**config.mk**
```make
export PLATFORM = sky130hd
export DESIGN_NAME = fmc_top
export DESIGN_NICKNAME = d
export VERILOG_FILES = /design/src/design/fmc_pkg.sv /design/src/design/fmc_prbs_if.sv /design/src/design/fmc_top.sv /design/src/design/fmc_sync.sv /design/src/design/fmc_prbs.sv
export SDC_FILE = /design/constraint.sdc
export NUM_CORES = 1
export LEC_CHECK = 0
export BUFFER_PORTS_ARGS = -buffer_cell sky130_fd_sc_hd__buf_2
export CORE_ASPECT_RATIO = 1.1
export CORE_MARGIN = 2
export CORE_UTILIZATION = 50
export CTS_CLUSTER_DIAMETER = 200
export CTS_CLUSTER_SIZE = 8
export DETAILED_ROUTE_END_ITERATION = 7
export GPL_ROUTABILITY_DRIVEN = 0
export PLACE_DENSITY = 0.67
export SETUP_SLACK_MARGIN = 0.02
export SLEW_MARGIN = 20
export SYNTH_ARGS = -nofsm -noshare
export SYNTH_HDL_FRONTEND = slang
export SYNTH_SLANG_ARGS = --single-unit
```
**constraint.sdc**
```tcl
create_clock -name clk_sys -period 10.7 [get_ports clk_sys]
set_input_delay 2.675 -clock clk_sys [delete_from_list [all_inputs] [get_ports clk_sys]]
set_output_delay 2.675 -clock clk_sys [all_outputs]
set_load 0.05 [all_outputs]
```
**src/design/fmc_pkg.sv**
```systemverilog
// Constants, types and helpers for the fiber modem control block.
// Assumes a 125 MHz clk_sys and an APB master with 32-bit data.
// Functional notes
// - Line rate comes from a twelve-code dial; default code selects 64 kbps.
// - Transmit timing from internal oscillator, terminal clock or line clock.
// - Carrier always on by default, else only while terminal request high.
// - Local loop by pin only when its pin enable is set, else button.
// - Remote loop by pin only when its pin enable is set, else button.
// - Local and remote loops start from a button press or the terminal loop lines; the far loop from a received loop code.
// - Pattern button sends and checks a 511-bit pseudo-random sequence.
// - Error indicator lights or blinks when the checker sees bad bits.
// - Pattern test works in local loop, remote loop or point-to-point.
// - Received data and clock are retimed from the line and delivered clean.
// - Loopbacks follow loop code practice; pattern follows error-rate test practice.
// - Interface variant without receive clock holds that output low.
package fmc_pkg;

  localparam int unsigned CLK_KHZ       = 125000;
  localparam int unsigned BLINK_HALF_MS = 125;

  // Register byte addresses
  localparam logic [7:0] ADDR_CTRL     = 8'h00;
  localparam logic [7:0] ADDR_STAT     = 8'h04;
  localparam logic [7:0] ADDR_INT_STAT = 8'h08;
  localparam logic [7:0] ADDR_INT_MASK = 8'h0c;
  localparam logic [7:0] ADDR_ERR_CNT  = 8'h10;

  // Control register layout
  localparam int unsigned CTRL_W        = 11;
  localparam int unsigned CTRL_RATE_LSB = 0;
  localparam int unsigned CTRL_SRC_LSB  = 4;
  localparam int unsigned CTRL_TX_LIGHT_MODE_FR  = 6;
  localparam int unsigned CTRL_DELAY    = 7;
  localparam int unsigned CTRL_LL_EN    = 8;
  localparam int unsigned CTRL_RL_EN    = 9;
  localparam int unsigned CTRL_X21      = 10;
  localparam logic [CTRL_W-1:0] CTRL_RESET = 11'h009;
  localparam logic [3:0] RATE_DEFAULT      = 4'h9;

  // Interrupt status bits
  localparam int unsigned INT_W        = 4;
  localparam int unsigned INT_ERR      = 0;
  localparam int unsigned INT_SYNC     = 1;
  localparam int unsigned INT_FAR_LOOP = 2;
  localparam int unsigned INT_RL_UP    = 3;

  // Synchronised pin vector positions
  localparam int unsigned PIN_W      = 10;
  localparam int unsigned PIN_TXD    = 0;
  localparam int unsigned PIN_REQ    = 1;
  localparam int unsigned PIN_EXTCLK = 2;
  localparam int unsigned PIN_LL     = 3;
  localparam int unsigned PIN_RL     = 4;
  localparam int unsigned PIN_RXD    = 5;
  localparam int unsigned PIN_RXCLK  = 6;
  localparam int unsigned PIN_BTN_LL = 7;
  localparam int unsigned PIN_BTN_RL = 8;
  localparam int unsigned PIN_PAT    = 9;

  // Bit counts
  localparam logic [9:0] LOOP_CODE_BITS  = 10'h100;
  localparam logic [9:0] LOOP_DET_BITS   = 10'h0c8;
  localparam logic [9:0] LOOP_DELAY_BITS = 10'h064;
  localparam logic [9:0] ERR_STEADY_BITS = 10'h010;
  localparam logic [9:0] ERR_QUIET_BITS  = 10'h200;
  localparam logic [4:0] PRBS_SYNC_BITS  = 5'h12;
  localparam logic [8:0] PRBS_SEED       = 9'h1ff;

  typedef enum logic [1:0] {
    SRC_INT = 2'h0,
    SRC_EXT = 2'h1,
    SRC_RCV = 2'h2
  } fmc_clksrc_e;

  typedef enum logic [2:0] {
    RL_IDLE   = 3'b001,
    RL_SEND   = 3'b010,
    RL_ACTIVE = 3'b100
  } fmc_rloop_e;

  // Dial code to kbps
  function automatic logic [12:0] rate_kbps(input logic [3:0] code);
    case (code)
      4'h0:    rate_kbps = 13'd1544;
      4'h1:    rate_kbps = 13'd1536;
      4'h2:    rate_kbps = 13'd768;
      4'h3:    rate_kbps = 13'd384;
      4'h4:    rate_kbps = 13'd2048;
      4'h5:    rate_kbps = 13'd1024;
      4'h6:    rate_kbps = 13'd512;
      4'h7:    rate_kbps = 13'd256;
      4'h8:    rate_kbps = 13'd128;
      4'h9:    rate_kbps = 13'd64;
      4'ha:    rate_kbps = 13'd112;
      4'hb:    rate_kbps = 13'd56;
      default: rate_kbps = 13'd64;
    endcase
  endfunction

  // Feedback of x^9 + x^5 + 1
  function automatic logic prbs_fb(input logic [8:0] s);
    prbs_fb = s[8] ^ s[4];
  endfunction

endpackage

```
**src/design/fmc_prbs_if.sv**
```systemverilog
// Bundle between the control core and the pattern engine.
// Both ends run on clk_sys.
`timescale 1ns/1ns
interface fmc_prbs_if;
  logic run;
  logic tx_tick;
  logic tx_bit;
  logic rx_tick;
  logic rx_bit;
  logic err;
  logic in_sync;
  modport core (output run, tx_tick, rx_tick, rx_bit, input tx_bit, err, in_sync);
  modport prbs (input run, tx_tick, rx_tick, rx_bit, output tx_bit, err, in_sync);
endinterface

```
**src/design/fmc_top.sv**
```systemverilog
// Control core of the fiber modem: rate, timing, carrier, loops, pattern test.
// Pins are asynchronous and resynchronised; registers sit on APB.
//
// Chosen here: the placing of the registers and the APB slave port.
`timescale 1ns/1ns
module fmc_top
  import fmc_pkg::*;
#(
  parameter int unsigned BLINK_HALF_CYCLES = BLINK_HALF_MS * CLK_KHZ
) (
  input  wire logic        clk_sys,
  input  wire logic        rstn,
  input  wire logic        psel,
  input  wire logic        penable,
  input  wire logic        pwrite,
  input  wire logic [7:0]  paddr,
  input  wire logic [31:0] pwdata,
  output logic      [31:0] prdata,
  output logic             pready,
  output logic             pslverr,
  input  wire logic        term_txd,
  input  wire logic        term_req,
  input  wire logic        term_ext_clk,
  input  wire logic        term_local_loop,
  input  wire logic        term_remote_loop,
  input  wire logic        line_rxd,
  input  wire logic        line_rx_clk,
  input  wire logic        btn_local_loop,
  input  wire logic        btn_remote_loop,
  input  wire logic        pattern_test_button,
  output logic             line_txd,
  output logic             tx_light,
  output logic             term_rxd,
  output logic             term_tx_clk,
  output logic             term_rx_clk,
  output logic             led_test,
  output logic             led_error,
  output logic             irq
);
  fmc_prbs_if pif ();

  logic [PIN_W-1:0]  pins_s, pins_p, rose;
  logic [CTRL_W-1:0] ctrl_q, ctrl_d;
  logic [INT_W-1:0]  stat_q, stat_d, mask_q, mask_d, ev;
  logic [15:0]       errcnt_q, errcnt_d;
  logic [31:0]       prdata_d, rd_word;
  logic              pready_d, pslverr_d, mapped, apb_wr, irq_d;
  logic [16:0]       nco_q, nco_d;
  logic [17:0]       nco_sum;
  logic              int_clk_q, int_clk_d, half_tick;
  logic              tx_tick, tx_clk_lvl, tx_tick_q;
  logic              rx_tick, rx_bit;
  logic              ll_btn_q, ll_btn_d, rl_btn_q, rl_btn_d, pat_q, pat_d;
  logic              lloop_q, lloop_d, rl_req;
  fmc_rloop_e        rl_q, rl_d;
  logic [9:0]        code_cnt_q, code_cnt_d, ones_q, ones_d, zeros_q, zeros_d;
  logic              far_q, far_d, sync_p_q;
  logic [9:0]        quiet_q, quiet_d;
  logic [24:0]       blink_cnt_q, blink_cnt_d;
  logic              blink_q, blink_d;
  logic              txd_d, light_d, rxd_d, txclk_d, rxclk_d, ltest_d, lerr_d;
  fmc_clksrc_e       src;
  logic [3:0]        rate;
  logic              tx_light_mode_fr, delay_en, ll_en, rl_en, x21;

  assign rate     = ctrl_q[CTRL_RATE_LSB +: 4];
  assign src      = fmc_clksrc_e'(ctrl_q[CTRL_SRC_LSB +: 2]);
  assign tx_light_mode_fr  = ctrl_q[CTRL_TX_LIGHT_MODE_FR];
  assign delay_en = ctrl_q[CTRL_DELAY];
  assign ll_en    = ctrl_q[CTRL_LL_EN];
  assign rl_en    = ctrl_q[CTRL_RL_EN];
  assign x21      = ctrl_q[CTRL_X21];

  fmc_sync #(.W(PIN_W)) u_sync (
    .clk_sys  (clk_sys),
    .rstn     (rstn),
    .async_in ({pattern_test_button, btn_remote_loop, btn_local_loop, line_rx_clk,
                line_rxd, term_remote_loop, term_local_loop, term_ext_clk,
                term_req, term_txd}),
    .sync_out (pins_s)
  );

  fmc_prbs u_prbs (
    .clk_sys (clk_sys),
    .rstn    (rstn),
    .pif     (pif.prbs)
  );

  assign rose = pins_s & ~pins_p;

  // Bit timing and receive path
  always_comb begin
    nco_sum   = {1'b0, nco_q} + 18'({rate_kbps(rate), 1'b0});
    nco_d     = nco_sum[16:0];
    half_tick = 1'b0;
    if (nco_sum >= 18'(CLK_KHZ)) begin
      nco_d     = 17'(nco_sum - 18'(CLK_KHZ));
      half_tick = 1'b1;
    end
    int_clk_d = int_clk_q ^ half_tick;
    case (src)
      SRC_EXT: begin
        tx_tick    = rose[PIN_EXTCLK];
        tx_clk_lvl = pins_s[PIN_EXTCLK];
      end
      SRC_RCV: begin
        tx_tick    = rose[PIN_RXCLK];
        tx_clk_lvl = pins_s[PIN_RXCLK];
      end
      default: begin
        tx_tick    = half_tick & ~int_clk_q;
        tx_clk_lvl = int_clk_q;
      end
    endcase
    if (lloop_q) begin
      rx_tick = tx_tick_q;
      rx_bit  = line_txd;
    end else begin
      rx_tick = rose[PIN_RXCLK];
      rx_bit  = pins_s[PIN_RXD];
    end
  end

  // Buttons, loop requests and remote loop sequencer
  always_comb begin
    ll_btn_d   = ll_btn_q ^ rose[PIN_BTN_LL];
    rl_btn_d   = rl_btn_q ^ rose[PIN_BTN_RL];
    pat_d      = pat_q ^ rose[PIN_PAT];
    lloop_d    = ll_btn_q | (ll_en & pins_s[PIN_LL]);
    rl_req     = rl_btn_q | (rl_en & pins_s[PIN_RL]);
    rl_d       = rl_q;
    code_cnt_d = code_cnt_q;
    case (rl_q)
      RL_IDLE: begin
        code_cnt_d = '0;
        if (rl_req) begin
          rl_d = RL_SEND;
        end
      end
      RL_SEND: begin
        if (!rl_req) begin
          rl_d = RL_IDLE;
        end else if (tx_tick) begin
          code_cnt_d = code_cnt_q + 10'h001;
          if (code_cnt_q == LOOP_CODE_BITS - 10'h001) begin
            rl_d = RL_ACTIVE;
          end
        end
      end
      RL_ACTIVE: begin
        if (!rl_req) begin
          rl_d = RL_IDLE;
        end
      end
      default: rl_d = RL_IDLE;
    endcase
    ones_d  = ones_q;
    zeros_d = zeros_q;
    far_d   = far_q;
    if (lloop_q || rl_q != RL_IDLE) begin
      ones_d  = '0;
      zeros_d = '0;
      far_d   = 1'b0;
    end else if (rx_tick) begin
      ones_d  = rx_bit ? ((ones_q == LOOP_DET_BITS) ? ones_q : ones_q + 10'h001) : '0;
      zeros_d = rx_bit ? '0 : ((zeros_q == LOOP_DET_BITS) ? zeros_q : zeros_q + 10'h001);
      if (ones_d == LOOP_DET_BITS) begin
        far_d = 1'b1;
      end else if (zeros_d == LOOP_DET_BITS) begin
        far_d = 1'b0;
      end
    end
  end

  // Line and terminal outputs, indicators
  always_comb begin
    txd_d = line_txd;
    if (far_q) begin
      if (rx_tick) begin
        txd_d = rx_bit;
      end
    end else if (tx_tick) begin
      if (rl_q == RL_SEND) begin
        txd_d = 1'b1;
      end else if (pat_q) begin
        txd_d = pif.tx_bit;
      end else begin
        txd_d = pins_s[PIN_TXD];
      end
    end
    light_d = tx_light_mode_fr ? pins_s[PIN_REQ] : 1'b1;
    rxd_d   = term_rxd;
    if (rx_tick) begin
      rxd_d = (delay_en && ones_q >= LOOP_DELAY_BITS) ? 1'b0 : rx_bit;
    end
    txclk_d = tx_clk_lvl;
    rxclk_d = x21 ? 1'b0 : (lloop_q ? tx_clk_lvl : pins_s[PIN_RXCLK]);
    ltest_d = lloop_q | (rl_q != RL_IDLE) | far_q | pat_q;
    quiet_d = quiet_q;
    if (!pat_q) begin
      quiet_d = ERR_QUIET_BITS;
    end else if (pif.err) begin
      quiet_d = '0;
    end else if (rx_tick && quiet_q != ERR_QUIET_BITS) begin
      quiet_d = quiet_q + 10'h001;
    end
    blink_cnt_d = blink_cnt_q + 25'h000_0001;
    blink_d     = blink_q;
    if (blink_cnt_q == 25'(BLINK_HALF_CYCLES - 1)) begin
      blink_cnt_d = '0;
      blink_d     = ~blink_q;
    end
    lerr_d = pat_q && (quiet_q < ERR_STEADY_BITS || (quiet_q < ERR_QUIET_BITS && blink_q));
  end

  // Register file and interrupts
  always_comb begin
    mapped = (paddr == ADDR_CTRL) || (paddr == ADDR_STAT) || (paddr == ADDR_INT_STAT) ||
             (paddr == ADDR_INT_MASK) || (paddr == ADDR_ERR_CNT);
    apb_wr = psel & penable & pready & pwrite;
    case (paddr)
      ADDR_CTRL:     rd_word = 32'(ctrl_q);
      ADDR_STAT:     rd_word = {24'h00_0000, tx_light, led_error, pif.in_sync, pat_q, far_q,
                                (rl_q == RL_ACTIVE), (rl_q == RL_SEND), lloop_q};
      ADDR_INT_STAT: rd_word = 32'(stat_q);
      ADDR_INT_MASK: rd_word = 32'(mask_q);
      ADDR_ERR_CNT:  rd_word = {16'h0000, errcnt_q};
      default:       rd_word = 32'h0000_0000;
    endcase
    pready_d  = psel & ~penable;
    pslverr_d = psel & ~penable & ~mapped;
    prdata_d  = (psel & ~penable & ~pwrite) ? rd_word : prdata;
    ctrl_d    = ctrl_q;
    mask_d    = mask_q;
    if (apb_wr && paddr == ADDR_CTRL) begin
      ctrl_d = pwdata[CTRL_W-1:0];
    end
    if (apb_wr && paddr == ADDR_INT_MASK) begin
      mask_d = pwdata[INT_W-1:0];
    end
    ev               = '0;
    ev[INT_ERR]      = pif.err;
    ev[INT_SYNC]     = pif.in_sync & ~sync_p_q;
    ev[INT_FAR_LOOP] = far_d ^ far_q;
    ev[INT_RL_UP]    = (rl_d == RL_ACTIVE) && (rl_q != RL_ACTIVE);
    stat_d = stat_q;
    if (apb_wr && paddr == ADDR_INT_STAT) begin
      stat_d = stat_q & ~pwdata[INT_W-1:0];
    end
    stat_d   = stat_d | ev;
    irq_d    = |(stat_q & mask_q);
    errcnt_d = errcnt_q;
    if (rose[PIN_PAT] && !pat_q) begin
      errcnt_d = '0;
    end else if (pif.err && errcnt_q != 16'hffff) begin
      errcnt_d = errcnt_q + 16'h0001;
    end
  end

  assign pif.run     = pat_q;
  assign pif.tx_tick = tx_tick;
  assign pif.rx_tick = rx_tick;
  assign pif.rx_bit  = rx_bit;

  always_ff @(posedge clk_sys) begin
    if (!rstn) begin
      pins_p      <= '0;
      nco_q       <= '0;
      int_clk_q   <= 1'b0;
      tx_tick_q   <= 1'b0;
      ll_btn_q    <= 1'b0;
      rl_btn_q    <= 1'b0;
      pat_q       <= 1'b0;
      lloop_q     <= 1'b0;
      rl_q        <= RL_IDLE;
      code_cnt_q  <= '0;
      ones_q      <= '0;
      zeros_q     <= '0;
      far_q       <= 1'b0;
      sync_p_q    <= 1'b0;
      quiet_q     <= ERR_QUIET_BITS;
      blink_cnt_q <= '0;
      blink_q     <= 1'b0;
      line_txd    <= 1'b0;
      tx_light    <= 1'b1;
      term_rxd    <= 1'b0;
      term_tx_clk <= 1'b0;
      term_rx_clk <= 1'b0;
      led_test    <= 1'b0;
      led_error   <= 1'b0;
      ctrl_q      <= CTRL_RESET;
      mask_q      <= '0;
      stat_q      <= '0;
      errcnt_q    <= '0;
      prdata      <= '0;
      pready      <= 1'b0;
      pslverr     <= 1'b0;
      irq         <= 1'b0;
    end else begin
      pins_p      <= pins_s;
      nco_q       <= nco_d;
      int_clk_q   <= int_clk_d;
      tx_tick_q   <= tx_tick;
      ll_btn_q    <= ll_btn_d;
      rl_btn_q    <= rl_btn_d;
      pat_q       <= pat_d;
      lloop_q     <= lloop_d;
      rl_q        <= rl_d;
      code_cnt_q  <= code_cnt_d;
      ones_q      <= ones_d;
      zeros_q     <= zeros_d;
      far_q       <= far_d;
      sync_p_q    <= pif.in_sync;
      quiet_q     <= quiet_d;
      blink_cnt_q <= blink_cnt_d;
      blink_q     <= blink_d;
      line_txd    <= txd_d;
      tx_light    <= light_d;
      term_rxd    <= rxd_d;
      term_tx_clk <= txclk_d;
      term_rx_clk <= rxclk_d;
      led_test    <= ltest_d;
      led_error   <= lerr_d;
      ctrl_q      <= ctrl_d;
      mask_q      <= mask_d;
      stat_q      <= stat_d;
      errcnt_q    <= errcnt_d;
      prdata      <= prdata_d;
      pready      <= pready_d;
      pslverr     <= pslverr_d;
      irq         <= irq_d;
    end
  end
endmodule

```
**src/design/fmc_sync.sv**
```systemverilog
// Two-flop synchroniser for asynchronous pins.
// Only the second stage may be read by other logic.
`timescale 1ns/1ns
module fmc_sync #(
  parameter int unsigned W = 1
) (
  input  wire logic         clk_sys,
  input  wire logic         rstn,
  input  wire logic [W-1:0] async_in,
  output logic      [W-1:0] sync_out
);
  logic [W-1:0] meta_q;

  always_ff @(posedge clk_sys) begin
    if (!rstn) begin
      meta_q   <= '0;
      sync_out <= '0;
    end else begin
      meta_q   <= async_in;
      sync_out <= meta_q;
    end
  end
endmodule

```
**src/design/fmc_prbs.sv**
```systemverilog
// Pattern generator and self-synchronising checker.
// Advances only on the bit ticks given by the core.
`timescale 1ns/1ns
module fmc_prbs
  import fmc_pkg::*;
(
  input wire logic    clk_sys,
  input wire logic    rstn,
  fmc_prbs_if.prbs    pif
);
  logic [8:0] gen_q, gen_d, chk_q, chk_d;
  logic [4:0] good_q, good_d;
  logic       err_q, err_d;

  always_comb begin
    gen_d  = gen_q;
    chk_d  = chk_q;
    good_d = good_q;
    err_d  = 1'b0;
    if (pif.run && pif.tx_tick) begin
      gen_d = {gen_q[7:0], prbs_fb(gen_q)};
    end
    if (!pif.run) begin
      good_d = '0;
    end else if (pif.rx_tick) begin
      chk_d = {chk_q[7:0], pif.rx_bit};
      if (pif.rx_bit != prbs_fb(chk_q)) begin
        err_d = (good_q == PRBS_SYNC_BITS);
        if (good_q != PRBS_SYNC_BITS) begin
          good_d = '0;
        end
      end else if (good_q != PRBS_SYNC_BITS) begin
        good_d = good_q + 5'h01;
      end
    end
  end

  always_ff @(posedge clk_sys) begin
    if (!rstn) begin
      gen_q  <= PRBS_SEED;
      chk_q  <= '0;
      good_q <= '0;
      err_q  <= 1'b0;
    end else begin
      gen_q  <= gen_d;
      chk_q  <= chk_d;
      good_q <= good_d;
      err_q  <= err_d;
    end
  end

  assign pif.tx_bit  = gen_q[0];
  assign pif.err     = err_q;
  assign pif.in_sync = (good_q == PRBS_SYNC_BITS);
endmodule

```
### After elaboration in Yosys (flattened, before gate mapping)

Memories as Yosys holds them, arrays and structs flattened. A register that Yosys moved wholly into a read port is not among the register bits.
Cells that the tools add are included.
Widths: inputs -> output; s select.

* add/subtract/negate cells: 9
* magnitude comparators: 4
* eq/ne operators: 26
* muxes and demuxes: 39
* bitwise operators: 36
* reductions and logical operators: 35

Operator list (number)
* $mux 10: 8
* $pmux 16 s5: 1
* $eq 10x8->1 const B: 5
* $add 10x1->10 const B: 4
* $add 25x1->25 const B: 1
* $eq 25x24->1 const B: 1
* $pmux 10 s2: 1
* $add 17x14->18: 1
* $ge 18x17->1 const B: 1
* $mux 17: 1
* $sub 17x17->17 const B: 1
* $add 16x1->16 const B: 1
* $eq 8x4->1 const B: 2
* $ne 16x16->1 const B: 1
* $mux 3: 5
* $mux 5: 3
* $mux 1: 14
* $mux 4: 3
* $logic_and 1x1->1: 11
* $and 1x1->1: 10
* $and 10x10->10: 1
* $ge 10x7->1 const B: 1
* $lt 10x10->1 const B: 1
* $lt 10x5->1 const B: 1
* 35 further kinds: 70

* register bits: 225
* ROM bits: 144
* bits of input ports: 55
* word-level logic and storage cells: 189
* memories: 1

Memories
* (no name shown): depth 16, width 9, rd ports 1, clocked after memory_dff 1, wr ports 0, RTL line fmc_pkg.sv:83 `case (code)`

### Depth between registers and ports, before layout

Gate-level depths: netlist (run 1).

* word-level depth: 11
* gate-level depth with buffers: 19
* gate-level depth less buffers: 18

### Modules after synthesis

Synthesis (run 1) repeated with hierarchy kept, for this count alone.

* cell total of the unflattened synthesis: 1150
* area, all modules: 9854.5 sq um

Modules (own cells, without submodules)
* fmc_top: times used 1, cells each 990, area an instance 8294.2 sq um, sequential area each 3303.2 sq um
* fmc_prbs: times used 1, cells each 118, area an instance 998.5 sq um, sequential area each 480.5 sq um
* fmc_sync: times used 1, cells each 42, area an instance 561.8 sq um, sequential area each 400.4 sq um

### Worst setup path before layout (run 1)

OpenSTA, ideal clock, no wires.

* kind: input-to-reg
* start point: input paddr[1]
* end point: register with a tool-made name
* setup time: 0.114 ns
* arrival: 4.674 ns
* required time: 10.586 ns
* slack: 5.912 ns
* stages on the path: 10
* path buffers: 1
* path through: or4_4 -> nor3_4 -> nand2b_2 -> nor3_4 -> buf_6 -> mux2i_1 -> nand2_1 -> ha_1 -> mux2i_1 -> nor2_1

RTL lines
* start, declared: RTL line fmc_top.sv:16 `input wire logic [7:0] paddr,`

==> results of run 1 <==
how the worst max path moves through the flow:
| stage | cells past startpoint | startpoint | to | slack (ns) |
|---|---|---|---|---|
| 6_report | 10 | paddr[1] | register | 5.52 |
| 3_3_place_gp | 10 | paddr[1] | register | 5.12 |
| 4_1_cts | 10 | paddr[1] | register | 5.57 |
| 2_1_floorplan | 10 | paddr[1] | register | 5.91 |
| 3_5_place_dp | 10 | paddr[1] | register | 5.03 |
| 5_1_grt | 10 | paddr[1] | register | 5.36 |
sequential cells by signal, indices dropped and copies added (netlist names), 4 cells and up, named ones only:
| name | flops |
|---|---|
| blink_cnt_q | 25 |
| code_cnt_q | 10 |
| ctrl_q | 11 |
| errcnt_q | 16 |
| mask_q | 4 |
| nco_q | 14 |
| ones_q | 10 |
| pins_p | 5 |
| prdata | 16 |
| quiet_q | 10 |
| stat_q | 4 |
| u_prbs.chk_q | 9 |
| u_prbs.gen_q | 9 |
| u_prbs.good_q | 5 |
| u_sync.meta_q | 10 |
| u_sync.sync_out | 10 |
| zeros_q | 10 |
through the flow:
step                      hold slack [ns]  total power, mW  cell area (um^2)
after floorplan                     0.391            0.873              9790
after global placement              0.414            0.890             10200
after detailed placement            0.417            0.890             10200
after CTS                           0.428             1.71             10900
after global routing                0.446             1.75             10900
final                               0.428             1.69             10900
routing by layer:
| layer | GRT usage | share of wire | vias up |
|---|---|---|---|
| li1 | - | - | 4016 |
| met1 | 0.274 | 0.47 | 3619 |
| met2 | 0.334 | 0.46 | 129 |
| met3 | 0.0337 | 0.044 | 38 |
| met4 | 0.0588 | 0.022 | 0 |
| met5 | 0 | 0 | - |
where the power goes:
part / switching [mW] / total (mW) / internal [mW]
Clock: 0.310 / 0.812 / 0.502
Sequential: 0.00601 / 0.795 / 0.789
Combinational: 0.0568 / 0.0796 / 0.0228
Total: 0.373 / 1.69 / 1.31
critical path, delay by kind of cell:
kind | cells | cell delay [ns]
buffers and inverters | 2 | 0.22
AND/OR/NAND/NOR | 5 | 2.00
adder cells (fa/ha/maj) | 1 | 0.31
AO/OA/AOI/OAI | 1 | 0.19
multiplexers | 1 | 0.20
cell usage after synthesis (all sizes together) (4+ instances only):
master / instances / area share
nand2b: 6 / 0.0049
a21oi: 74 / 0.038
or2: 8 / 0.0051
a22oi: 11 / 0.0085
nand4: 18 / 0.012
nor2b: 11 / 0.0071
clkbuf: 34 / 0.013
nor2: 177 / 0.068
nand2: 100 / 0.039
nor3b: 11 / 0.0090
xnor2: 31 / 0.028
dfxtp: 209 / 0.43
o21ai: 35 / 0.018
and3: 15 / 0.0096
ha: 29 / 0.037
inv: 37 / 0.014
nor4: 4 / 0.0026
nor3: 31 / 0.019
a222oi: 4 / 0.0041
or3: 11 / 0.0071
buf: 25 / 0.017
mux2i: 29 / 0.030
a21o: 12 / 0.0093
o31ai: 4 / 0.0041
a31oi: 11 / 0.010
or4: 5 / 0.0042
and2: 29 / 0.019
xor2: 47 / 0.042
a211oi: 11 / 0.010
nor4b: 4 / 0.0042
nand3: 61 / 0.031
nand3b: 7 / 0.0054
logic make-up (layout without fill, tap and decap cells):
logic type	count (synthesis)	in the layout	share of synthesized area
adder cells (fa/ha/maj)	30	30	0.0393
XOR/XNOR	78	78	0.0702
AND/OR/NAND/NOR	506	506	0.255
buffers and inverters	96	136	0.0451
other	1	16	0.000385
flip-flops	209	209	0.430
multiplexers	31	31	0.0333
AO/OA/AOI/OAI	191	191	0.128
final cells by class:
| cell class | instances | area, um^2 |
|---|---|---|
| Clock buffer | 32 | 779 |
| Clock inverter | 1 | 8.76 |
| Fill cell | 1750 | 8150 |
| Inverter | 37 | 139 |
| Multi-Input combinational cell | 852 | 5180 |
| Sequential cell | 209 | 4180 |
| Tap cell | 247 | 309 |
| Timing Repair Buffer | 66 | 348 |
==> results.md, run 1 <==
- I/O Buffers: 59
- First-pass GRT wire length: 34400 um
- Worst-Margin Slew: 0.791 ns
- Leak: 4.21 nW
- Clk Latency, worst-skew pair: 0.53 ns
- RSZ-0062 raised after global routing: no
- Most frequent CP cell: nor3_4
- Total grt overflow: 0
- Layout cells sized above 1: 0.109
- Post-synth EDFFs: 0
- Clock skew: 0.0122 ns
- Crit path max fanout: 11
- DRT iter0 DRCs: 383
- Worst setup slack after layout: 5.52 ns
- Max incr delay on CP: 0.68 ns
- Most used DFF post-synth: dfxtp_1
- Area Growth Syn to Fin: 12.4%
- Crit-path slowest cell: nor3_4
- Residual DRC: 0
- Starting Density: 0.510
- Vias in the first global route: 7165
- Final setup violation count: 0
- Fin crit period: 5.18 ns
- Initial antenna violation count: 0
- Number of diodes: 0
- Clk pin slew, worst setup/hold paths: 0.05 ns
- Commonest non-fill, non-tap cell in the layout: dfxtp_1
- Max cap viols: 0
- Final Util: 0.573
- CTS root buffer: clkbuf_16
- Clock buffer count from CTS: 30
- DRT Pass-1 Iters: 6
- Htree depth: 1
- WS Path Type: input port to register
- Largest net degree at the start of global routing: 57
- Register area share after synthesis: 0.430
- Synthesized area per cell: 8.53 um^2
- Routed vias/inst: 5.40
- Max VDD drop: 0.128 mV
- # IOs: 97
- Dpl cells: 1411
- Routed WL per cell: 14.3 um
- Worst Path Arrival: 5.61 ns
- Core Area: 19100 um^2
- CP Data Required Time: 11.13 ns
- Worst R2R Setup Slack: 6.26 ns
- Synth cell types: 78
- Synth Cell Area: 9740 um^2
- WL final: 20600 um
- Hold/Removal Path Class: register to register
- Detailed-route via count: 7802
- Synth warn: 0
- CP endpoint kind: register
- Setup TNS: 0 ns
- Fin. max-slew vios: 0
- GRT Util Overall: 0.203
- Hold Path End: u_sync.sync_out[3]
- Final count of hold timing violations: 0
- Setup bufs post-CTS: 0
- Antenna Nets Post-Route: 0
- CTS Hold Bufs: 0
- Worst setup SP type: input port
- P per Cell Area: 154 nW/um^2
- Die Span X: 137 um
- Register bit total from synthesis: 209
- Reg2reg end: code_cnt_q[5]
- CTS Sinks: 209
- Die Y: 150 um
- Period utilization: 0.484
- FMAX: 193 MHz
- Hold depth: 1
- Fin cells: 1444
- Async SR Flop Fraction: 0
- DP Wirelength: 14200 um
- Resized cells post-CTS: 0
- Status: finished, final reports clean
- Hold Startpoint: u_sync.meta_q[3]
- CTS max path bufs: 3
- Most frequent cells in the layout: dfxtp_1 (209), nor2_1 (177), nand2_1 (99), a21oi_1 (73), nand3_1 (61)
- Cell Rows: 53
- Pre-CTS setup slack: 5.03 ns
- Slew HR: 0.471
- CP Cell Sequence: buf_2, or4_4, nor3_4, nand2b_2, nor3_4, mux2i_1, nor2_1, inv_1, ha_1, a21boi_0
- Synthesized instance count: 1142
- Fin nets: 1281
- Critical R2R Launch: nco_q[4]
- CTS tree: yes
- Full die area: 20600 um^2
- Number of cells on the worst reg-to-reg path: 19
Note: power is estimated with default switching activity, not from simulation.
==> run 2: changes to the inputs <==
ABC_AREA = 1   (was unset)
PLACE_DENSITY = 0.7   (was 0.67)
clock period = 4.3 ns   (was 10.7 ns; I/O delays follow)
==> results.md, run 2 <==
- Period utilization: 0.871
- Status: finished, final reports clean
- Commonest non-fill, non-tap cell in the layout: nand2_1
- Hold/Removal Path Class: register to register
- Synth Cell Area: 10200 um^2 (+5.3%)
- Synth cell types: 59 (-24%)
- DRT Pass-1 Iters: 5 (-1)
- Full die area: 21700 um^2 (+5.1%)
- Most frequent CP cell: nand2_1
- Worst R2R Setup Slack: 0.56 ns (-5.70 ns)
- Worst setup slack after layout: 0.556 ns (-4.97 ns)
- Final count of hold timing violations: 0 (unchanged)
- Final Util: 0.575 (+0.00234)
- First-pass GRT wire length: 38200 um (+11%)
- Top post-synthesis cells by area: dfxtp_1 (41%), nand2_1 (11%), inv_1 (7.4%), a21oi_1 (5.1%), nor2_1 (4.9%)
- Clock buffer count from CTS: 30 (unchanged)
- Sw power: 983 uW (+160%)
- Fillers: 1901 (+8.6%)
- Slew HR: 0.401 (-0.0697)
- CTS Sinks: 209 (unchanged)
- Clk pin slew, worst setup/hold paths: 0.05 ns (about the same)
- Crit path max fanout: 5 (-6)
- Worst setup SP type: register
- Setup TNS: 0 ns (unchanged)
- Max cap viols: 0 (unchanged)
- Initial antenna violation count: 0 (unchanged)
- Die Span X: 141 um (+2.5%)
- Fin nets: 1580 (+23%)
- Max VDD drop: 0.288 mV (+130%)
- Post-synth EDFFs: 0 (unchanged)
- GRT Util Overall: 0.207 (+0.00391)
- # IOs: 97 (unchanged)
- Async SR Flop Fraction: 0 (unchanged)
- Leak: 4.79 nW (+14%)
- Core Area: 20000 um^2 (+4.7%)
- Resized cells post-CTS: 0 (unchanged)
- CP Data Required Time: 4.77 ns (-6.36 ns)
- Commonest cells post-synth: nand2_1 (290), dfxtp_1 (209), inv_1 (203)
- Max reg flops: 25 (unchanged)
- WS Path Type: register to register
- Post-synth top area share: 0.408 (-0.0215)
- Clk Latency, worst-skew pair: 0.53 ns (about the same)
- Flop pwr share: 0.467 (-0.004)
- Number of diodes: 0 (unchanged)
- Most frequent cell after synthesis: nand2_1
- I/O Buffers: 59 (unchanged)
- Met3 Track Usage GR: 0.0268 (-0.00689)
- Register area share after synthesis: 0.408 (-0.0215)
- Die Y: 154 um (+2.5%)
- Layout cells sized above 1: 0.115 (+0.00553)
- Biggest register: blink_cnt_q
- Synthesized instance count: 1429 (+25%)
- Most used DFF post-synth: dfxtp_1
- Crit-path slowest cell: fa_1
- Overall Power: 4.27 mW (+150%)
- Fin. max-slew vios: 0 (unchanged)
- M1 GR Usage: 0.271 (-0.00348)
- Cell Rows: 54 (+1.9%)
- Largest net degree at the start of global routing: 48 (-16%)
- Most frequent cells in the layout: nand2_1 (290), dfxtp_1 (209), inv_1 (203), nor2_1 (133), a21oi_1 (104)
- Combinational power share: 0.056 (+0.009)
- DRT iter0 DRCs: 540 (+41%)
- Worst hold margin: 0.400 ns (-0.0284 ns)
- Htree depth: 1 (unchanged)
- CTS Hold Bufs: 0 (unchanged)
- Synth warn: 0 (unchanged)
- Pre-CTS setup slack: 0.632 ns (-4.40 ns)
- FMAX: 267 MHz
- Routed WL per cell: 13.0 um (-9.1%)
- Routed vias/inst: 5.18 (-4.1%)
- P per Cell Area: 371 nW/um^2 (+140%)
- WL final: 22600 um (+10%)
- Area leader, netlist: dfxtp_1
- Vias in the first global route: 8498 (+19%)
- DP Wirelength: 16300 um (+14%)
- Antenna Nets Post-Route: 0 (unchanged)
- GRT Max-Usage Layer: met2
- Synthesized area per cell: 7.17 um^2 (-16%)
- CTS root buffer: clkbuf_16
- Internal power: 3.29 mW (+150%)
- Register bit total from synthesis: 209 (unchanged)
- Fin crit period: 3.74 ns
- Top flop regs: blink_cnt_q x25, errcnt_q x16, prdata x16
- Switching fraction of total power: 0.230 (+0.00899)
- CP endpoint kind: register
- Final setup violation count: 0 (unchanged)
- Worst Path Arrival: 4.21 ns (-1.40 ns)
- Setup bufs post-CTS: 0 (unchanged)
- Area Growth Syn to Fin: 12.3%
- Detailed-route via count: 9060 (+16%)
- Residual DRC: 0 (unchanged)
- Starting Density: 0.513 (+0.00262)
- Total grt overflow: 0 (unchanged)
- Worst-Margin Slew: 0.896 ns (+0.105 ns)
- Clock skew: 0.0136 ns (+0.00149 ns)
- CTS tree: yes
- Grt met2 use: 0.356 (+0.0221)
- CTS max path bufs: 3 (unchanged)
- RSZ-0062 raised after global routing: no
- Max incr delay on CP: 0.38 ns (-0.30 ns)
- Clock network fraction of total power: 0.477 (-0.004)
## run 2: changes by cell type after synthesis, moves of 31 or more
cell	change
o21ai_0	+49
nand2_1	+191
nor2_1	-43
nand3_1	+33
inv_1	+167
a21oi_1	+31
## run 2: through the flow
stage / instance area, um^2 / cells
final: 11500 / 1748
after CTS: 11500 / 1748
after floorplan: 10300 / 1444
after global routing: 11500 / 1748
after detailed placement: 10700 / 1715
after global placement: 10700 / 1715
## run 2: final timing paths
path | startpoint | to | cells past startpoint
worst max-delay path | nco_q[4] | code_cnt_q[9] | 26
worst min-delay path | u_sync.meta_q[2] | u_sync.sync_out[2] | 2
worst max register to register | nco_q[4] | code_cnt_q[9] | 26
worst min register to register | u_sync.meta_q[2] | u_sync.sync_out[2] | 2
## run 2: cells by family (layout without fill, tap and decap cells)
logic type / Yosys count / after routing / share of synthesized area
simple gates: 647 / 647 / 0.283
xor+xnor: 29 / 29 / 0.0277
fa+ha+maj: 30 / 30 / 0.0374
other cells: 1 / 16 / 0.000366
compound gates: 252 / 252 / 0.140
buf+inv: 261 / 313 / 0.103
flops: 209 / 209 / 0.408
## run 2: area by class of cell
| type | instances | area, um^2 | share of cell area |
|---|---|---|---|
| Inverter | 213 | 800 | 0.0695 |
| Sequential cell | 209 | 4180 | 0.364 |
| Timing Repair Buffer | 67 | 355 | 0.0309 |
| Clock inverter | 1 | 8.76 | 0.000761 |
| Multi-Input combinational cell | 974 | 5060 | 0.440 |
| Tap cell | 252 | 315 | 0.0274 |
| Clock buffer | 32 | 779 | 0.0677 |
## run 2: power groups by stage
stage               Combinational (mW)  Sequential (mW)  Clock (mW)
floorplan                        0.182             2.04           0
global placement                 0.233             2.03           0
detailed placement               0.238             2.03           0
CTS                              0.239             1.99        2.07
global route                     0.268             2.00        2.16
finish                           0.240             1.99        2.04
## run 2: per-layer routing
layer  up-vias  wire length [um]
met1      4094             10600
met4         0               518
met3        44               949
met2       197             10600
met5         -                 0
li1       4725                 -
## run 2: critical path, delay by kind of cell (launching register included)
kind,cells,cell delay (ns)
DFF,1,0.31
and+or+nand+nor,20,2.27
adders and majority gates,3,0.70
AOI/OAI and AO/OA,2,0.33
buffers and inverters,1,0.06
==> run 3: changes to the inputs <==
ABC_AREA = 0   (was 1)
==> results.md, run 3 (synthesized netlist as in run 1, its figures left out) <==
- Starting Density: 0.510 (-0.00262)
- Largest net degree at the start of global routing: 42 (-13%)
- Routed WL per cell: 14.3 um (+10%)
- Final setup violation count: 0 (unchanged)
- Worst-Margin Slew: 0.783 ns (-0.113 ns)
- Max cap viols: 0 (unchanged)
- Switching fraction of total power: 0.218 (-0.0117)
- Worst Path Arrival: 4.22 ns (about the same)
- Residual DRC: 0 (unchanged)
- Max reg flops: 25 (unchanged)
- Clk Latency, worst-skew pair: 0.52 ns (about the same)
- CTS Hold Bufs: 0 (unchanged)
- Die Span X: 137 um (-2.5%)
- # IOs: 97 (unchanged)
- Clk pin slew, worst setup/hold paths: 0.05 ns (about the same)
- Die Y: 150 um (-2.5%)
- Period utilization: 0.889 (+0.0183)
- First-pass GRT wire length: 34500 um (-9.8%)
- Combinational power share: 0.048 (-0.008)
- Resized cells post-CTS: 0 (unchanged)
- CP endpoint kind: register
- Fin nets: 1284 (-19%)
- Routed vias/inst: 5.43 (+4.8%)
- Status: finished, final reports clean
- Leak: 4.22 nW (-12%)
- Vias in the first global route: 7244 (-15%)
- Fin. max-slew vios: 0 (unchanged)
- Antenna Nets Post-Route: 0 (unchanged)
- Detailed-route via count: 7858 (-13%)
- Crit path max fanout: 4 (-1)
- Core Area: 19100 um^2 (-4.5%)
- CP Data Required Time: 4.70 ns (-0.07 ns)
- Number of diodes: 0 (unchanged)
- Most frequent cells in the layout: dfxtp_1 (209), nor2_1 (177), nand2_1 (99), a21oi_1 (73), nand3_1 (61)
- CTS root buffer: clkbuf_16
- Clock skew: 0.00838 ns (-0.00527 ns)
- P per Cell Area: 382 nW/um^2 (+2.8%)
- Top flop regs: blink_cnt_q x25, errcnt_q x16, prdata x16
- DRT Pass-1 Iters: 5 (unchanged)
- I/O Buffers: 59 (unchanged)
- Total grt overflow: 0 (unchanged)
- Final Util: 0.574 (-0.00116)
- CTS max path bufs: 3 (unchanged)
- Biggest register: blink_cnt_q
- CTS tree: yes
- Area Growth Syn to Fin: 12.6%
- Clock buffer count from CTS: 30 (unchanged)
- Number of cells on the worst reg-to-reg path: 17 (-35%)
- Htree depth: 1 (unchanged)
- RSZ-0062 raised after global routing: no
- DP Wirelength: 14500 um (-11%)
- Clock network fraction of total power: 0.479 (+0.002)
- Cell Rows: 53 (-1.9%)
- Commonest non-fill, non-tap cell in the layout: dfxtp_1
- Hold/Removal Path Class: register to register
- Internal power: 3.27 mW (-0.52%)
- Slew HR: 0.477 (+0.0753)
- Flop pwr share: 0.473 (+0.006)
- Final count of hold timing violations: 0 (unchanged)
- Hold depth: 1 (-1)
- CTS Sinks: 209 (unchanged)
- DRT iter0 DRCs: 396 (-27%)
- Full die area: 20600 um^2 (-4.9%)
- Setup bufs post-CTS: 0 (unchanged)
- WL final: 20700 um (-8.6%)
- Worst setup SP type: register
- GRT Util Overall: 0.203 (-0.00374)
- Setup TNS: 0 ns (unchanged)
- Layout cells sized above 1: 0.112 (-0.00331)
- Sw power: 914 uW (-7.0%)
- Max VDD drop: 0.341 mV (+18%)
- Fin crit period: 3.82 ns (+0.0785 ns)
- FMAX: 262 MHz (-2.1%)
- WS Path Type: register to register
- Initial antenna violation count: 0 (unchanged)
## run 3: cell types whose count changed in the layout (fill, tap and decap cells not counted), sizes merged, moves of 27 or more
| cell | change |
|---|---|
| mux2i | +29 |
| and2 | +28 |
| o21ai | -52 |
| nand2 | -210 |
| a21oi | -41 |
| inv | -173 |
| nor2 | +27 |
| nand3 | -35 |
## run 3: cell type report
| type | count | area [um^2] |
|---|---|---|
| fillers | 1740 | 8130 |
| multi-input cells | 852 | 5180 |
| flip-flops and latches | 209 | 4180 |
| clock buffers | 32 | 779 |
| repair buffers | 69 | 370 |
| well taps | 247 | 309 |
| inverters | 37 | 139 |
| clock inverters | 1 | 8.76 |
## run 3: stage by stage
| stage | instances | instance area, um^2 | hold WS (ns) | total power, mW | setup slack, ns |
|---|---|---|---|---|---|
| final | 1447 | 11000 | 0.422 | 4.18 | 0.477 |
| after global routing | 1447 | 11000 | 0.448 | 4.33 | 0.179 |
| after CTS | 1447 | 11000 | 0.420 | 4.23 | 0.478 |
| after detailed placement | 1414 | 10200 | 0.411 | 2.22 | 0.482 |
| after global placement | 1414 | 10200 | 0.414 | 2.22 | 0.511 |
| after floorplan | 1157 | 9790 | 0.391 | 2.17 | 0.554 |
## run 3: metal layers
layer | wire [um] | part of all wire | vias to the layer above | global-route usage
met4 | 289 | 0.014 | 0 | 0.0464
li1 | - | - | 4001 | -
met2 | 9410 | 0.45 | 167 | 0.335
met5 | 0 | 0 | - | 0
met1 | 10000 | 0.48 | 3661 | 0.280
met3 | 1010 | 0.049 | 29 | 0.0316
## run 3: worst paths after layout
path / slack (ns) / startpoint / to
max reg2reg: 0.48 / nco_q[4] / code_cnt_q[5]
min reg2reg: 0.42 / u_sync.sync_out[1] / tx_light
min: 0.42 / u_sync.sync_out[1] / tx_light
max: 0.48 / nco_q[4] / code_cnt_q[5]
## run 3: power groups by stage
stage / Clock, mW / Combinational [mW] / Sequential [mW]
3_3_place_gp: 0 / 0.200 / 2.02
2_1_floorplan: 0 / 0.149 / 2.02
4_1_cts: 2.05 / 0.203 / 1.98
5_1_grt: 2.13 / 0.221 / 1.98
6_report: 2.00 / 0.202 / 1.98
3_5_place_dp: 0 / 0.201 / 2.02
## run 3: critical path, cell delays in order, from the launching register on
cell and delay (ns):
dfxtp_1 0.31, ha_1 0.21, inv_1 0.07, fa_1 0.45
and4_1 0.21, o21ai_0 0.38, a31oi_4 0.16, a31o_2 0.30
a31oi_4 0.21, ha_1 0.18, nor2b_1 0.04, a31oi_1 0.19
a31oi_1 0.16, nor2_1 0.21, and4_1 0.31, nand3_1 0.12
xor2_1 0.14, nor2_1 0.05
